**src/verilog/tsmh_pkg.sv**
```systemverilog
// Package: descriptor, payload layout and command codes of the spawn host
package tsmh_pkg;
   // Message size
   localparam int MSG_DWORDS      = 8;
   localparam int DW_BITS         = 32;
   // Descriptor field positions
   localparam int DESC_OPCODE_BIT = 0;
   localparam int DESC_REQ_BIT    = 1;
   localparam int DESC_RSEL_BIT   = 4;
   localparam int DESC_WIDTH      = 20;
   localparam logic [19:0] DESC_MBZ_MASK = 20'h7ffec;
   // Opcode values
   localparam logic OP_DEREF = 1'b0;
   localparam logic OP_SPAWN = 1'b1;
   // Requester type
   localparam logic REQ_ROOT  = 1'b0;
   localparam logic REQ_CHILD = 1'b1;
   // Payload dword indices
   localparam int DW_HANDLE = 0;
   localparam int DW_IDP    = 2;
   localparam int DW_ENTRY  = 4;
   localparam int DW_FFTID  = 5;
   localparam int DW_TCOUNT = 6;
   localparam int DW_PCOUNT = 7;
   // Field widths
   localparam int HANDLE_W  = 16;
   localparam int OFFSET_W  = 10;
   localparam int COUNT_W   = 6;
   localparam int IDP_LSB   = 4;
   localparam int FFTID_W   = 8;
   localparam int TCOUNT_W  = 24;
   localparam int DBG_LSB   = 24;
   localparam int SNAP_BIT  = 31;
   // Host command codes
   typedef enum logic [2:0] {
      TSMH_CMD_SPAWN_CHILD = 3'h0,
      TSMH_CMD_SPAWN_ROOT  = 3'h1,
      TSMH_CMD_DEREF_KEEP  = 3'h2,
      TSMH_CMD_DEREF_FREE  = 3'h3,
      TSMH_CMD_END_THREAD  = 3'h4
   } tsmh_cmd_t;
   // Avalon register map (word offsets as byte addresses)
   localparam logic [5:0] REG_CTRL    = 6'h00;
   localparam logic [5:0] REG_STATUS  = 6'h04;
   localparam logic [5:0] REG_HANDLE  = 6'h08;
   localparam logic [5:0] REG_ENTRY   = 6'h0c;
   localparam logic [5:0] REG_IDP     = 6'h10;
   localparam logic [5:0] REG_FFTID   = 6'h14;
   localparam logic [5:0] REG_TCOUNT  = 6'h18;
   localparam logic [5:0] REG_PCOUNT  = 6'h1c;
   localparam logic [5:0] REG_ROOTS   = 6'h20;
   localparam logic [5:0] REG_SENT    = 6'h24;
   // Control register fields
   localparam int CTRL_GO_BIT   = 3;
   localparam int CTRL_CHILD_BIT = 4;
   localparam int CTRL_SNAP_BIT = 5;
endpackage : tsmh_pkg
```
**src/verilog/tsmh_host.sv**
```systemverilog
// Spawn host: Avalon-controlled sender of thread spawn messages
`timescale 1ns/1ps
`default_nettype none
// Functional notes
// - Message is exactly eight dwords
// - Never release same handle twice (freed clears on any handle write, even of the same value)
// - Reserved descriptor bits driven zero
// - Root thread ends with deref, end flag
// - Never end thread with spawn opcode
// - Child should also end with deref
// - One spawn-root per expected root thread
// - Ten-bit offset versus six-bit writes
// - Parent count in last dword bits 23:0
// - Unique, order-independent child counts
// - Debug byte of dword six reserved
// - Requester type always set correctly
// - Zero entry count only for child
module tsmh_host
   import tsmh_pkg::*;
#(
   parameter int ROOT_CNT_W = 8      // Width of the root thread counters
)(
   input  wire logic         CLK_SYS,            // 25 MHz clock
   input  wire logic         RESET_N,            // Async reset, low
   input  wire logic [5:0]   AVS_ADDRESS,        // Byte address
   input  wire logic         AVS_READ,           // Read strobe
   input  wire logic         AVS_WRITE,          // Write strobe
   input  wire logic [31:0]  AVS_WRITEDATA,      // Write data
   input  wire logic [3:0]   AVS_BYTEENABLE,     // Byte lanes
   output logic      [31:0]  AVS_READDATA,       // Read data
   output logic              AVS_WAITREQUEST,    // Stall
   output logic              MSG_VALID,          // Message offered
   input  wire logic         MSG_READY,          // Spawner accepts
   output logic      [19:0]  MSG_DESC,           // Descriptor
   output logic      [255:0] MSG_PAYLOAD,        // Eight dwords
   output logic              MSG_END_OF_THREAD   // End of thread flag
);
   typedef enum logic [1:0] {ST_IDLE, ST_SEND, ST_ERR} tsmh_state_t;

   // Whole module state
   typedef struct packed {
      tsmh_state_t              st;        // Sequencer state
      logic [2:0]               cmd;       // Latched command
      logic                     child;     // Requester is child
      logic                     snap;      // Snapshot request
      logic [15:0]              handle;    // Dispatch handle
      logic [15:0]              entry;     // Count and offset
      logic [27:0]              idp;       // Descriptor pointer
      logic [7:0]               fftid;     // Resource id
      logic [23:0]              tcount;    // Thread count
      logic [23:0]              pcount;    // Parent count
      logic [ROOT_CNT_W-1:0]    roots;     // Expected root threads
      logic [ROOT_CNT_W-1:0]    sent;      // Spawn-root sent
      logic                     freed;     // Handle already released
      logic                     ended;     // End of thread sent
      logic                     err;       // Refused command
      logic                     ack;       // Bus answer pending
      logic [31:0]              rdata;     // Read data
      logic                     v;         // Message valid
      logic [19:0]              desc;      // Held descriptor
      logic [255:0]             pay;       // Held payload
      logic                     end_of_thread_flag;       // Held end flag
   } tsmh_reg_t;

   tsmh_reg_t s_q;      // Registered state
   tsmh_reg_t s_d;      // Next state
   logic [19:0]  b_desc;     // Built descriptor
   logic [255:0] b_pay;      // Built payload
   logic         bus_req;    // Bus request pending

   // Combinational packer sees the latched order
   tsmh_msg_build u_build (
      .cmd       (s_q.cmd),
      .is_child  (s_q.child),
      .handle    (s_q.handle),
      .entry_off (s_q.entry[OFFSET_W-1:0]),
      .entry_cnt (s_q.entry[OFFSET_W+COUNT_W-1:OFFSET_W]),
      .idp       (s_q.idp),
      .fftid     (s_q.fftid),
      .tcount    (s_q.tcount),
      .pcount    (s_q.pcount),
      .snap      (s_q.snap),
      .desc      (b_desc),
      .payload   (b_pay)
   );

   assign bus_req = AVS_READ || AVS_WRITE;

   // Next-state logic: bus slave plus message sequencer
   always_comb begin
      logic        go;
      logic [2:0]  c;
      logic        refuse;
      go     = 1'b0;
      c      = 3'h0;
      refuse = 1'b0;
      s_d    = s_q;
      s_d.ack = 1'b0;
      // One wait state: answer at the second edge
      if (bus_req && !s_q.ack) begin
         s_d.ack = 1'b1;
         s_d.rdata = '0;
         if (AVS_READ) begin
            unique case (AVS_ADDRESS)
               REG_CTRL:   s_d.rdata = {26'h0, s_q.snap, s_q.child,
                                        1'b0, s_q.cmd};
               REG_STATUS: s_d.rdata = {27'h0, s_q.ended, s_q.freed,
                                        s_q.err, s_q.v,
                                        s_q.st != ST_IDLE};
               REG_HANDLE: s_d.rdata = {16'h0, s_q.handle};
               REG_ENTRY:  s_d.rdata = {16'h0, s_q.entry};
               REG_IDP:    s_d.rdata = {s_q.idp, 4'h0};
               REG_FFTID:  s_d.rdata = {24'h0, s_q.fftid};
               REG_TCOUNT: s_d.rdata = {8'h0, s_q.tcount};
               REG_PCOUNT: s_d.rdata = {8'h0, s_q.pcount};
               REG_ROOTS:  s_d.rdata = 32'(s_q.roots);
               REG_SENT:   s_d.rdata = 32'(s_q.sent);
               default:    s_d.rdata = '0;
            endcase
         end else if (AVS_BYTEENABLE[0]) begin
            // Only full-word writes are meaningful; lane 0 gates them
            unique case (AVS_ADDRESS)
               REG_CTRL: begin
                  c = AVS_WRITEDATA[2:0];
                  go = AVS_WRITEDATA[CTRL_GO_BIT];
                  // A pending message keeps its order until accepted,
                  // so the accept bookkeeping still sees the sent command
                  if (s_q.st == ST_IDLE) begin
                     s_d.cmd = c;
                     s_d.child = AVS_WRITEDATA[CTRL_CHILD_BIT];
                     s_d.snap = AVS_WRITEDATA[CTRL_SNAP_BIT];
                  end
               end
               REG_STATUS: s_d.err = s_q.err & ~AVS_WRITEDATA[2];
               REG_HANDLE: begin
                  s_d.handle = AVS_WRITEDATA[15:0];
                  s_d.freed = 1'b0;            // New handle, may free again
               end
               REG_ENTRY:  s_d.entry = AVS_WRITEDATA[15:0];
               REG_IDP:    s_d.idp = AVS_WRITEDATA[31:4];
               REG_FFTID:  s_d.fftid = AVS_WRITEDATA[7:0];
               REG_TCOUNT: s_d.tcount = AVS_WRITEDATA[23:0];
               REG_PCOUNT: s_d.pcount = AVS_WRITEDATA[23:0];
               REG_ROOTS:  begin
                  s_d.roots = AVS_WRITEDATA[ROOT_CNT_W-1:0];
                  s_d.sent = '0;
               end
               default: ;
            endcase
         end
      end
      // Command issue: refuse orders the spawner must never see
      if (go) begin
         unique case (tsmh_cmd_t'(c))
            TSMH_CMD_SPAWN_ROOT:
               refuse = (s_q.sent == s_q.roots)
                     || (AVS_WRITEDATA[CTRL_CHILD_BIT] == REQ_CHILD)
                     || (s_q.entry[OFFSET_W+COUNT_W-1:OFFSET_W] == '0);
            TSMH_CMD_DEREF_FREE:  refuse = s_q.freed;
            TSMH_CMD_SPAWN_CHILD: refuse = 1'b0;
            TSMH_CMD_DEREF_KEEP:  refuse = 1'b0;
            TSMH_CMD_END_THREAD:  refuse = s_q.ended;
            default:              refuse = 1'b1;
         endcase
         if (s_q.st != ST_IDLE) begin
            // Busy: flag it, but the pending message must not be disturbed
            s_d.err = 1'b1;
         end else if (refuse) begin
            s_d.err = 1'b1;
            s_d.st = ST_ERR;
         end else begin
            s_d.st = ST_SEND;
         end
      end
      // Sequencer
      unique case (s_q.st)
         ST_IDLE: ;
         // Refused order: shows busy for one cycle, then back to idle
         ST_ERR:  if (!go) s_d.st = ST_IDLE;
         ST_SEND: begin
            if (!s_q.v) begin
               s_d.v = 1'b1;
               s_d.desc = b_desc;
               s_d.pay = b_pay;
               // End only ever travels with the dereference opcode
               s_d.end_of_thread_flag = (s_q.cmd == TSMH_CMD_END_THREAD);
            end else if (MSG_READY) begin
               s_d.v = 1'b0;
               s_d.end_of_thread_flag = 1'b0;
               s_d.st = ST_IDLE;
               if (s_q.cmd == TSMH_CMD_SPAWN_ROOT) begin
                  s_d.sent = s_q.sent + 1'b1;
               end
               if (s_q.cmd == TSMH_CMD_DEREF_FREE) begin
                  s_d.freed = 1'b1;
               end
               if (s_q.cmd == TSMH_CMD_END_THREAD) begin
                  s_d.ended = 1'b1;
               end
            end
         end
         default: s_d.st = ST_IDLE;
      endcase
   end

   // State register
   always_ff @(posedge CLK_SYS or negedge RESET_N) begin
      if (!RESET_N) begin
         s_q <= '0;
      end else begin
         s_q <= s_d;
      end
   end

   assign AVS_WAITREQUEST   = bus_req && !s_q.ack;
   assign AVS_READDATA      = s_q.rdata;
   assign MSG_VALID         = s_q.v;
   assign MSG_DESC          = s_q.desc;
   assign MSG_PAYLOAD       = s_q.pay;
   assign MSG_END_OF_THREAD = s_q.end_of_thread_flag;

   // Checks
   AST_MBZ: assert property (@(posedge CLK_SYS) disable iff (!RESET_N)
      MSG_VALID |-> (MSG_DESC & DESC_MBZ_MASK) == '0)
      else $error("reserved descriptor bits set");
   AST_EOT_OP: assert property (@(posedge CLK_SYS) disable iff (!RESET_N)
      MSG_END_OF_THREAD |-> MSG_DESC[DESC_OPCODE_BIT] == OP_DEREF)
      else $error("end of thread with spawn opcode");
   AST_HOLD: assert property (@(posedge CLK_SYS) disable iff (!RESET_N)
      MSG_VALID && !MSG_READY |=> MSG_VALID && $stable(MSG_PAYLOAD)
      && $stable(MSG_DESC))
      else $error("message dropped before acceptance");
   AST_ROOT_LEN: assert property (@(posedge CLK_SYS) disable iff (!RESET_N)
      MSG_VALID && MSG_DESC[DESC_OPCODE_BIT] && MSG_DESC[DESC_RSEL_BIT]
      |-> MSG_PAYLOAD[DW_ENTRY*DW_BITS+OFFSET_W +: COUNT_W] != '0)
      else $error("root spawn with zero length");
   AST_DBG: assert property (@(posedge CLK_SYS) disable iff (!RESET_N)
      MSG_VALID
      |-> MSG_PAYLOAD[DW_TCOUNT*DW_BITS+DBG_LSB +: FFTID_W] == '0)
      else $error("debug byte used");
   AST_ROOTS: assert property (@(posedge CLK_SYS) disable iff (!RESET_N)
      s_q.sent <= s_q.roots)
      else $error("too many root spawns");
   AST_FREE: assert property (@(posedge CLK_SYS) disable iff (!RESET_N)
      MSG_VALID && MSG_DESC[DESC_OPCODE_BIT] == OP_DEREF
      && !MSG_DESC[DESC_RSEL_BIT] |-> !s_q.freed)
      else $error("handle released twice");
   AST_WAIT: assert property (@(posedge CLK_SYS) disable iff (!RESET_N)
      $rose(bus_req) |-> AVS_WAITREQUEST ##1 !AVS_WAITREQUEST)
      else $error("bus answer not after one wait");
   AST_SEND: assert property (@(posedge CLK_SYS) disable iff (!RESET_N)
      s_q.st == ST_IDLE && s_d.st == ST_SEND |=> ##1 MSG_VALID)
      else $error("message not offered");
   // One beat per message: an accepted message never shows again
   AST_ONE_BEAT: assert property (@(posedge CLK_SYS) disable iff (!RESET_N)
      MSG_VALID && MSG_READY |=> !MSG_VALID)
      else $error("message offered twice");
   // Root spawns only ever carry the root requester type
   AST_ROOT_REQ: assert property (@(posedge CLK_SYS) disable iff (!RESET_N)
      MSG_VALID && MSG_DESC[DESC_OPCODE_BIT] && MSG_DESC[DESC_RSEL_BIT]
      |-> MSG_DESC[DESC_REQ_BIT] == REQ_ROOT)
      else $error("root spawn from a child requester");

   // Scenario covers
   // A go that lands while a message is still pending
   COV_BUSY_GO: cover property (@(posedge CLK_SYS)
      s_q.st == ST_SEND && s_d.err && !s_q.err);
   COV_ROOT: cover property (@(posedge CLK_SYS)
      MSG_VALID && MSG_READY && MSG_DESC[DESC_RSEL_BIT]
      && MSG_DESC[DESC_OPCODE_BIT]);
   COV_CHILD: cover property (@(posedge CLK_SYS)
      MSG_VALID && MSG_READY && !MSG_DESC[DESC_RSEL_BIT]
      && MSG_DESC[DESC_OPCODE_BIT]);
   COV_EOT: cover property (@(posedge CLK_SYS) MSG_VALID && MSG_READY
      && MSG_END_OF_THREAD);
   COV_ERR: cover property (@(posedge CLK_SYS) $rose(s_q.err));
endmodule : tsmh_host
`default_nettype wire

```
**src/verilog/tsmh_msg_build.sv**
```systemverilog
// Message builder: packs descriptor and eight payload dwords
`timescale 1ns/1ps
`default_nettype none
module tsmh_msg_build
   import tsmh_pkg::*;
(
   input  wire logic [2:0]          cmd,         // Host command code
   input  wire logic                is_child,    // Requester is a child
   input  wire logic [15:0]         handle,      // Dispatch handle
   input  wire logic [9:0]          entry_off,   // Entry offset
   input  wire logic [5:0]          entry_cnt,   // Entry count
   input  wire logic [27:0]         idp,         // Descriptor pointer
   input  wire logic [7:0]          fftid,       // Resource id
   input  wire logic [23:0]         tcount,      // Own thread count
   input  wire logic [23:0]         pcount,      // Parent thread count
   input  wire logic                snap,        // Snapshot request
   output logic      [19:0]         desc,        // Message descriptor
   output logic      [255:0]        payload      // Eight dwords
);
   logic [DW_BITS-1:0] dw [MSG_DWORDS];  // Dword view of payload
   logic               spawn;            // Opcode is spawn

   // Descriptor: reserved bits stay zero by construction
   always_comb begin
      spawn = (cmd == TSMH_CMD_SPAWN_CHILD) || (cmd == TSMH_CMD_SPAWN_ROOT);
      desc = '0;
      desc[DESC_OPCODE_BIT] = spawn ? OP_SPAWN : OP_DEREF;
      desc[DESC_REQ_BIT] = is_child ? REQ_CHILD : REQ_ROOT;
      // Spawn: root=1; deref: keep handle=1
      desc[DESC_RSEL_BIT] = (cmd == TSMH_CMD_SPAWN_ROOT)
                         || (cmd == TSMH_CMD_DEREF_KEEP)
                         || (cmd == TSMH_CMD_END_THREAD);
   end

   // Payload dwords; unused dwords stay zero
   always_comb begin
      for (int i = 0; i < MSG_DWORDS; i++) begin
         dw[i] = '0;
      end
      dw[DW_HANDLE][HANDLE_W-1:0] = handle;
      dw[DW_ENTRY] = {16'h0000, entry_cnt, entry_off};
      dw[DW_IDP] = {idp, 4'h0};
      dw[DW_FFTID][FFTID_W-1:0] = fftid;
      // Debug byte left zero for the system debug routine
      dw[DW_TCOUNT] = {8'h00, tcount};
      dw[DW_PCOUNT] = {snap, 7'h00, pcount};
   end

   // Flatten, dword 0 in the low bits
   genvar g;
   generate
      for (g = 0; g < MSG_DWORDS; g++) begin : g_flat
         assign payload[g*DW_BITS +: DW_BITS] = dw[g];
      end
   endgenerate
endmodule : tsmh_msg_build
`default_nettype wire

```
**config.mk**
```make
export PLATFORM = sky130hd
export DESIGN_NAME = tsmh_host
export DESIGN_NICKNAME = d
export VERILOG_FILES = /design/src/verilog/tsmh_pkg.sv /design/src/verilog/tsmh_host.sv /design/src/verilog/tsmh_msg_build.sv
export SDC_FILE = /design/constraint.sdc
export NUM_CORES = 1
export LEC_CHECK = 0
export ABC_AREA = 1
export BUFFER_PORTS_ARGS = -buffer_cell sky130_fd_sc_hd__buf_2
export CAP_MARGIN = 10
export CORE_UTILIZATION = 45
export CTS_CLUSTER_DIAMETER = 150
export DETAILED_ROUTE_END_ITERATION = 16
export PLACE_DENSITY = 0.71
export SETUP_SLACK_MARGIN = 0.02
export SLEW_MARGIN = 20
export SYNTH_ARGS = -nofsm -noshare
export SYNTH_HDL_FRONTEND = slang
export SYNTH_SLANG_ARGS = --single-unit
export TNS_END_PERCENT = 100
```
**constraint.sdc**
```tcl
create_clock -name CLK_SYS -period 2 [get_ports CLK_SYS]
set_input_delay 0.1 -clock CLK_SYS [delete_from_list [all_inputs] [get_ports CLK_SYS]]
set_output_delay 0.1 -clock CLK_SYS [all_outputs]
set_load 0.02 [all_outputs]
```
### Word-level counts from Yosys, hierarchy flattened

Index checks and enable logic that the tools add are counted.

| operators by class | value |
|---|---|
| $add $sub $neg | 1 |
| reductions and logical operators | 26 |
| equal/unequal tests | 21 |
| bitwise operators | 4 |
| muxes and demuxes | 43 |

Operator list:

| cell | count |
|---|---|
| 32-bit case mux with 10 select lines | 1 |
| 34-bit 2-to-1 mux | 1 |
| 32-bit 2-to-1 mux | 1 |
| 4-bit AND reduction | 8 |
| 10-bit 2-to-1 mux | 3 |
| 9-bit 2-to-1 mux | 3 |
| 6-bit by 5-bit equality test with 1-bit output, second input constant | 4 |
| 1-bit 2-to-1 mux | 20 |
| 8-bit 2-to-1 mux | 2 |
| 3-bit by 2-bit equality test with 1-bit output, second input constant | 4 |
| 6-bit by 4-bit equality test with 1-bit output, second input constant | 2 |
| 6-bit equality test, second input constant | 2 |
| 6-bit logical NOT | 2 |
| 2-bit 2-to-1 mux | 6 |
| 3-bit 2-to-1 mux | 4 |
| 8-bit by 1-bit adder with 8-bit output, second input constant | 1 |
| 8-bit equality test | 1 |
| 3-bit by 1-bit equality test with 1-bit output, second input constant | 2 |
| 3-bit equality test, second input constant | 2 |
| 6-bit by 3-bit equality test with 1-bit output, second input constant | 1 |
| 3-bit logical NOT | 2 |
| 1-bit logical OR | 6 |
| 2-bit case mux with 3 select lines | 1 |
| 5-bit AND reduction | 1 |
| 12 further kinds | 15 |

| word-level totals | value |
|---|---|
| bits in registers | 297 |
| word-level logic and storage cells | 116 |
| bits of input ports | 47 |

### Logic depth before layout (Yosys ltp)

Gate-level depths: netlist of the first run.

| depth | value |
|---|---|
| depth in word-level cells | 15 |
| mapped depth | 12 |

### Modules after synthesis

From an unflattened synthesis of the first run, not the netlist that was laid out.

| second synthesis, totals | value |
|---|---|
| cell total of the unflattened synthesis | 2714 |
| area total of the unflattened synthesis | 22671.7 um^2 |

By module, submodules not included:

| module | cells an instance | sequential area each (um^2) | area each (um^2) | instances |
|---|---|---|---|---|
| tsmh_host | 2430 | 11335.9 | 20567.2 | 1 |
| tsmh_msg_build | 284 | 0.0 | 2104.5 | 1 |

### Worst setup path after synthesis of the first run

Ideal clock, no wire load.

| path | value |
|---|---|
| path kind | reg2reg |
| from | reg s_q[310] (netlist name) |
| to | reg s_q[311] (netlist name) |
| path slack | 0.409 ns |
| arrival time | 1.470 ns |
| stages on the path, launching flop included | 11 |
| setup time | 0.121 ns |
| period minus slack after synthesis | 1.591 ns |
| path through | dfrtp_1 inv_1 nand2_1 nand2_1 nand3_1 nand2_1 nor2_1 nand2_1 nand3_1 nand2_1 nand2_1 |

RTL lines:

| what | line | text |
|---|---|---|
| from (decl) | tsmh_host.sv:65 | `tsmh_reg_t s_q;` |
| from (signal assigned) | tsmh_host.sv:209 | `s_q <= '0;` |
| from (signal assigned) | tsmh_host.sv:211 | `s_q <= s_d;` |

### Worst setup path after layout of the first run

| path | value |
|---|---|
| from | reg s_q[310] (netlist name) |
| to | reg s_q (netlist bit AVS_READDATA[8]) |

| between the ends | value |
|---|---|
| word-level cells in the longest chain between the ends | 2 |

RTL lines:

| what | line | text |
|---|---|---|
| 1-bit logical NOT | tsmh_host.sv:100 | `if (bus_req && !s_q.ack) begin` |
| 1-bit logical AND | tsmh_host.sv:100 |  |

Every way passes these cells.
A chain may end at the register's enable or synchronous reset.

==> out/metrics.yaml, run 1 <==
synthFlopType: "dfrtp_1"
power_frac_seq: 0.464
max_slew_margin: 0.595
switching_share: 0.243
fin_cells: 2232
crit_chain: "inv_1 > nand2_1 > nand2_1 > inv_1 > buf_4 > nand2_1 > o21ai_1"
fp.dieW_um: 183
end_kind: "register"
synth_cell_type_count: 36
clkPwrFrac: 0.461
die_area_um2: 33300
rsz0062_at_grt: "yes"
period_share: 0.928
grt_usage: 0.217
cpMostUsedCell: "nand2_1"
drive_above_1_share: 0.180
syn_area_um2: 14700
worstPathArrival_ns: 2.36
syn_area_per_cell_um2: 8.74
grt_pass1_vias: 10100
cap_violations: 0
clk_latency_ns: 0.57
ys_seq_elements: 297
cts-buffers-inserted: 31
synth_edf_count: 0
die_y_um: 183
path_clk_slew_ns: 0.06
dp.cells: 2137
setup_tns_ns: 0
via_per_inst: 4.79
grt_pass1_wl_um: 56400
gp_congestion: 0.919
p_total_mw: 13.4
htreeDepth: 1
cts.sinks: 297
yosysWarnings: 0
fin_nets: 1817
async_flop_share: 1.00
drtAntennaViolNets: 0
start_kind: "register"
fin_crit_ns: 1.86
p_per_area_nw_per_um2: 842
path_max_fanout: 18
internal-power_mw: 10.2
rows: 65
cts.path.max_buffers: 3
overflow: 0
start_util: 0.461
drc: 0
post_drt_wl_per_cell_um: 16.4
netlist_instances: 1679
switchingPower_mw: 3.27
io_pins: 358
via_count: 10700
ys_seq_area_frac: 0.507
utilization: 0.502
cts_tree: "yes"
min-delay-path-class: "in -> async"
place_hpwl_um: 26100
antenna_found_initial: 3
n_fill_cell: 3017
ctsRootBufferMaster: "clkbuf_16"
cp_slowest_cell: "inv_1"
crit_required_ns: 2.50
p_leak_nw: 8.58
fin_skew_ns: 0.0164
grt_max_degree: 82
post-cts-setup-buffers: 0
fmax_ghz: 0.539
first_pass_iters: 6
worst_pin_slew_ns: 0.607
core_area_um2: 31800
wl_um: 36700
holdWs_ns: 0.0176
setup_viol: 0
place.port_buffers: 198
max_stage_delay_ns: 0.53
worstSetupPathType: "reg -> reg"
combPwrFrac: 0.075
initialDrtViolationCount: 920
syn_to_final_growth_pct: 8.74
hold_violations: 0
status: "finished clean"
max-vdd-ir-drop_uv: 863
drv_slew: 0
-- worst paths after layout --
kind / from / endpoint / slack [ns] / cells past startpoint
setup / recovery: s_q[310] / AVS_READDATA[8] / 0.14 / 7
hold / removal: RESET_N / MSG_PAYLOAD[75] / 0.02 / 2
setup reg to reg: s_q[310] / AVS_READDATA[8] / 0.14 / 7
hold reg to reg: s_q[451] / s_q[452] / 0.45 / 1
max in group asynchronous: RESET_N / MSG_PAYLOAD[93] / 1.20 / 3
min in group CLK_SYS: AVS_READ / s_q[450] / 0.03 / 4
-- cells in the mapped netlist (2+ instances only) --
master	instances	area, um^2
inv_2	8	30.0
nor2_2	6	37.5
buf_2	17	85.1
o211ai_1	9	67.6
buf_6	11	124
nor2_4	6	67.6
nand3_2	4	40.0
o22ai_1	40	250
inv_1	138	518
a21oi_1	24	120
nand4_1	6	37.5
nand2_1	428	1610
xnor2_1	6	52.6
nand3_1	21	105
o21ai_1	31	155
mux2_2	6	67.6
buf_1	4	15.0
nor3_2	2	20.0
buf_4	313	2350
clkbuf_1	22	82.6
dfrtp_1	297	7430
nor2_1	61	229
o41ai_1	8	70.1
o21ai_0	193	966
nor3_1	6	30.0
nand2_2	2	12.5
-- routing by layer --
layer / share of wire / GRT usage / vias up / wire length [um]
li1: - / - / 5058 / -
met1: 0.42 / 0.292 / 5125 / 15400
met2: 0.48 / 0.356 / 435 / 17400
met3: 0.076 / 0.0383 / 66 / 2770
met4: 0.030 / 0.0649 / 0 / 1100
met5: 0 / 0 / - / 0
-- power by group through the flow --
| stage | Combinational [mW] | Clock [mW] | Sequential [mW] |
|---|---|---|---|
| 2_1_floorplan | 0.813 | 0 | 6.33 |
| 3_3_place_gp | 0.928 | 0 | 6.34 |
| 3_5_place_dp | 0.944 | 0 | 6.35 |
| 4_1_cts | 0.999 | 6.31 | 6.24 |
| 5_1_grt | 1.10 | 6.53 | 6.26 |
| 6_report | 1.00 | 6.20 | 6.24 |
-- critical path: cells and delay by family (launching register included) --
| kind | cells | cell delay [ns] |
|---|---|---|
| AO/OA/AOI/OAI | 1 | 0.08 |
| flip-flops | 1 | 0.33 |
| AND/OR/NAND/NOR | 3 | 0.38 |
| buffers and inverters | 3 | 0.98 |
-- flip-flops by register name, indices dropped and copies added (netlist names) --
| register | count |
|---|---|
| s_q | 143 |
| MSG_PAYLOAD | 117 |
| AVS_READDATA | 32 |
| MSG_DESC | 3 |
| MSG_END_OF_THREAD | 1 |
| MSG_VALID | 1 |
-- through the flow --
| stage | setup WS [ns] | cell area (um^2) |
|---|---|---|
| after floorplan | 0.409 | 15300 |
| after global placement | 0.245 | 14500 |
| after detailed placement | 0.158 | 14500 |
| after CTS | 0.178 | 15900 |
| after global routing | -0.0296 | 15900 |
| final | 0.144 | 16000 |
-- layout make-up --
cell class,count,area (um^2),share of cell area
Clock inverter,8,155,0.00972
Timing Repair Buffer,269,1690,0.106
Tap cell,435,544,0.0341
Multi-Input combinational cell,1024,4620,0.290
Clock buffer,50,957,0.0600
Inverter,146,553,0.0347
Sequential cell,297,7430,0.466
Antenna cell,3,7.51,0.000471
-- logic make-up (layout without fill, tap and decap cells) --
| group | count (synthesis) | in the layout | synth area share |
|---|---|---|---|
| DFF | 297 | 297 | 0.507 |
| buffers and inverters | 513 | 473 | 0.218 |
| and+or+nand+nor | 543 | 543 | 0.150 |
| muxes | 8 | 8 | 0.00605 |
| adders and majority gates | 1 | 1 | 0.000853 |
| other | 1 | 159 | 0.000256 |
| xor gates and xnor gates | 7 | 7 | 0.00418 |
| AOI/OAI and AO/OA | 309 | 309 | 0.114 |
-- placed cells by master (no fill, tap or decap), drive strengths merged --
cell type / n
nand2: 430
dfrtp: 297
buf: 235
o21ai: 224
conb: 156
inv: 147
nor2: 73
clkbuf: 50
o22ai: 40
dlygate4sd3: 34
nand3: 26
a21oi: 24
o211ai: 9
o41ai: 8
nor3: 8
mux2: 7
xnor2: 6
nand4: 6
bufinv: 4
diode: 3
clkinv: 3
o31ai: 1
mux2i: 1
o21a: 1
xor2: 1
a32o: 1
o21bai: 1
ha: 1
-- timing repair --
action,in CTS,in global routing
hold endpoints to repair,417,0
hold buffers,34,0
endpoints found under the setup margin,0,6
gates resized for setup,0,1
Note: power is estimated with default switching activity, not from simulation.
==> inputs of run 2 (changes only) <==
==> constraint.sdc (replaced) <==
create_clock -name CLK_SYS -period 2 [get_ports CLK_SYS]
set_input_delay 0.4 -clock CLK_SYS [delete_from_list [all_inputs] [get_ports CLK_SYS]]
set_output_delay 0.4 -clock CLK_SYS [all_outputs]
set_load 0.02 [all_outputs]
==> out/metrics.yaml, run 2 (synthesis results as in run 1) <==
status: "finished clean"
path_clk_slew_ns: 0.06
cap_violations: 0
internal-power_mw: 9.92
r2r_start: "s_q[452]"
place.port_buffers: 198
place_area_um2: 14600
die_y_um: 183
end_kind: "primary output"
cts.path.max_buffers: 3
clkPwrFrac: 0.453
min_from: "AVS_WRITEDATA[21]"
min-delay-path-class: "in -> reg"
initialDrtViolationCount: 686
syn_to_final_growth_pct: 7.20
die_area_um2: 33300
first_pass_iters: 6
switchingPower_mw: 3.27
mostFrequentLayoutCells: "nand2_1 (427), dfrtp_1 (297), buf_2 (197)"
cts_tree: "yes"
setup_viol: 0
switching_share: 0.248
post-place-ws_ns: 0.0255
holdWs_ns: 0.0775
fin_area_um2: 15700
fin_cells: 2201
htreeDepth: 1
combPwrFrac: 0.074
worstPathArrival_ns: 1.50
regMostFlops: "s_q"
clk_latency_ns: 0.57
hold_violations: 0
period_share: 0.951
critPathLaunch: "s_q[310]"
max-vdd-ir-drop_uv: 653
ctsRootBufferMaster: "clkbuf_16"
cts-buffers-inserted: 31
fin_skew_ns: 0.0165
crit_required_ns: 1.60
antenna_found_initial: 1
crit_chain: "inv_1 > nand2_1 > nand2_4 > buf_2"
worst-path-buf-inv: 2
overflow: 0
p_per_area_nw_per_um2: 839
grt_pass1_vias: 9870
grt_max_degree: 62
drive_above_1_share: 0.188
mostFrequentLayoutCell: "nand2_1"
power_frac_seq: 0.473
rsz0062_at_grt: "no"
cpLargestDelayFamily: "flip-flops"
post-cts-setup-buffers: 0
rows: 65
setup_tns_ns: 0
fin_nets: 1789
path_max_fanout: 8
post_drt_wl_per_cell_um: 16.3
cts.sinks: 297
cp_slowest_cell: "dfrtp_1"
start_util: 0.461
via_per_inst: 4.78
fmax_ghz: 0.526
timing.final.ws_setup_ns: 0.0977
dp.cells: 2142
p_total_mw: 13.2
largest_reg_flops: 143
drv_slew: 0
max_stage_delay_ns: 0.36
fp.dieW_um: 183
wl_um: 35900
io_pins: 358
gp_congestion: 0.921
drtAntennaViolNets: 0
via_count: 10500
utilization: 0.495
p_leak_nw: 8.48
grt_pass1_wl_um: 55300
fin_crit_ns: 1.90
drc: 0
worstSetupPathType: "reg -> out"
place_hpwl_um: 26000
start_kind: "register"
grt_usage: 0.213
core_area_um2: 31800
[run 2: cell count changes in the layout (fill, tap and decap cells not counted), sizes merged]
| cell | previous run | this run |
|---|---|---|
| dlygate4sd3 | 34 | 1 |
| buf | 235 | 240 |
| clkbuf | 50 | 45 |
| clkinv | 3 | 7 |
| diode | 3 | 1 |
| bufinv | 4 | 3 |
| clkinvlp | 0 | 1 |
[run 2: worst paths after layout]
| check | slack, ns | endpoint | depth (start not counted) |
|---|---|---|---|
| max in group asynchronous | 1.05 | AVS_READDATA[29] | 3 |
| max reg2reg | 0.35 | MSG_PAYLOAD[74] | 6 |
| max | 0.1 | AVS_WAITREQUEST | 4 |
| min reg2reg | 0.44 | s_q[452] | 1 |
| min | 0.08 | s_q[351] | 3 |
| min in group asynchronous | 0.30 | MSG_PAYLOAD[236] | 2 |
[run 2: layout make-up]
class	instances	area, um^2
Antenna cell	1	2.50
Clock buffer	45	918
Clock inverter	12	149
Fill cell	2987	16100
Inverter	146	553
Multi-Input combinational cell	1024	4630
Sequential cell	297	7430
Tap cell	435	544
Timing Repair Buffer	241	1500
[run 2: worst min-delay path, delay by kind of cell]
kind	cells	cell delay, ns
compound gates	1	0.06
buf+inv	1	0.10
simple gates	1	0.05
[run 2: power by group through the flow]
stage	combinational, mW	sequential [mW]	clock (mW)
floorplan	0.813	6.33	0
global placement	0.943	6.34	0
detailed placement	0.961	6.35	0
CTS	0.967	6.24	6.11
global route	1.07	6.26	6.35
finish	0.970	6.24	5.98
[run 2: timing repair]
action                     CTS  global route
gates resized for setup      1             1
hold endpoints to repair    23             0
setup endpoints to repair    1             1
hold buffers                 1             0
[run 2: layer usage]
metal / up-vias / global-route usage / wire length, um
met1: 5002 / 0.291 / 15100
li1: 5004 / - / -
met5: - / 0 / 0
met4: 0 / 0.0666 / 965
met2: 448 / 0.345 / 17000
met3: 76 / 0.0361 / 2830
==> inputs of run 3 (changes only) <==
Settings changed: REMOVE_ABC_BUFFERS set to 1.
==> out/metrics.yaml, run 3 (synthesis results as in run 1) <==
status: "finished clean"
setup_tns_ns: 0
cts.sinks: 297
grt_max_degree: 72
end_kind: "primary output"
path_clk_slew_ns: 0.06
initialDrtViolationCount: 769
hold_depth: 3
wl_um: 36200
io_pins: 358
rows: 65
overflow: 0
cts_tree: "yes"
n_fill_cell: 2973
syn_to_final_growth_pct: 8.44
first_pass_iters: 5
reg2regPathDepth: 7
hold_violations: 0
setup_viol: 0
fp.dieW_um: 183
p_per_area_nw_per_um2: 838
rr_endpoint: "s_q[315]"
worstSetupPathType: "reg -> out"
worst-path-buf-inv: 3
cts.path.max_buffers: 3
fin_skew_ns: 0.0139
crit_chain: "inv_1 > nand2_2 > nand2_4 > buf_4 > buf_2"
via_per_inst: 4.79
p_total_mw: 13.3
drv_slew: 0
fin_nets: 1815
path_max_fanout: 6
gp_congestion: 0.893
mostFrequentLayoutCell: "nand2_1"
holdWs_ns: 0.117
post_drt_wl_per_cell_um: 16.3
start_util: 0.461
mostFrequentLayoutCells: "nand2_1 (426), dfrtp_1 (297), buf_2 (197)"
largest_reg_flops: 143
clk_latency_ns: 0.51
start_kind: "register"
htreeDepth: 2
rsz0062_at_grt: "no"
via_count: 10700
multi_input_area_um2: 4630
cap_violations: 0
holdPathEnd: "s_q[351]"
drtAntennaViolNets: 0
max_stage_delay_ns: 0.35
r2r_start: "s_q[448]"
cts-buffers-inserted: 35
crit_required_ns: 1.60
regMostFlops: "s_q"
area.sequential_um2: 7430
antenna_found_initial: 0
fin_crit_ns: 1.91
drc: 0
period_share: 0.955
max-vdd-ir-drop_uv: 497
die_y_um: 183
fmax_ghz: 0.523
min-delay-path-class: "in -> reg"
post-cts-setup-buffers: 0
drive_above_1_share: 0.197
n_antenna_cell: 0
grt_pass1_wl_um: 55800
place_hpwl_um: 26200
ctsRootBufferMaster: "clkbuf_16"
grt_pass1_vias: 10100
min_from: "AVS_WRITEDATA[21]"
cpLargestDelayFamily: "buffers and inverters"
worstPathArrival_ns: 1.51
core_area_um2: 31800
grt_usage: 0.216
die_area_um2: 33300
cp_slowest_cell: "dfrtp_1"
p_leak_nw: 8.59
reg2reg_slack_ns: 0.37
place.port_buffers: 198
run 3: metrics by stage:
| stage | cells | setup WS (ns) | instance area, um^2 | utilization |
|---|---|---|---|---|
| global placement | 2164 | 0.156 | 14800 | 0.465 |
| finish | 2223 | 0.0894 | 15900 | 0.500 |
| CTS | 2223 | 0.0264 | 15900 | 0.500 |
| detailed placement | 2164 | 0.136 | 14800 | 0.465 |
| global route | 2223 | 0.0319 | 15900 | 0.500 |
| floorplan | 1467 | -1.82 | 12600 | - |
run 3: worst max path at each step:
stage / start / to / depth (start not counted)
3_3_place_gp: AVS_ADDRESS[1] / s_q[394] / 7
5_1_grt: s_q[310] / AVS_WAITREQUEST / 5
6_report: s_q[310] / AVS_WAITREQUEST / 5
3_5_place_dp: AVS_ADDRESS[1] / s_q[394] / 7
4_1_cts: s_q[310] / AVS_WAITREQUEST / 5
2_1_floorplan: s_q[451] / MSG_DESC[1] / 6
run 3: cell type report:
class                   instances  share of cell area
inverters                     146              0.0348
well taps                     435              0.0342
multi-input cells            1024               0.291
clock inverters                 8             0.00440
flip-flops and latches        297               0.467
repair buffers                263               0.103
clock buffers                  50              0.0650
run 3: worst min-delay path, cell delays in order:
cell,delay (ns)
buf_2,0.08
nand2_1,0.04
o21ai_0,0.06
run 3: routing by layer:
metal  track usage  wire length, um  vias to the layer above
met5             0                0                        -
met4        0.0692              963                        0
met3        0.0359             2670                       71
met2         0.355            17000                      473
met1         0.290            15500                     5060
li1              -                -                     5049
run 3: power breakdown:
part | leakage [nW] | internal (mW) | total (mW) | switching [mW]
clock network | 0.541 | 3.71 | 6.12 | 2.41
registers | 3.68 | 6.17 | 6.25 | 0.0764
logic | 4.37 | 0.210 | 0.975 | 0.765
run 3: timing repair:
action	in CTS	in global routing
hold buffers	1	0
gates resized for setup	1	2
endpoints found under the hold margin	39	0
endpoints found under the setup margin	1	1
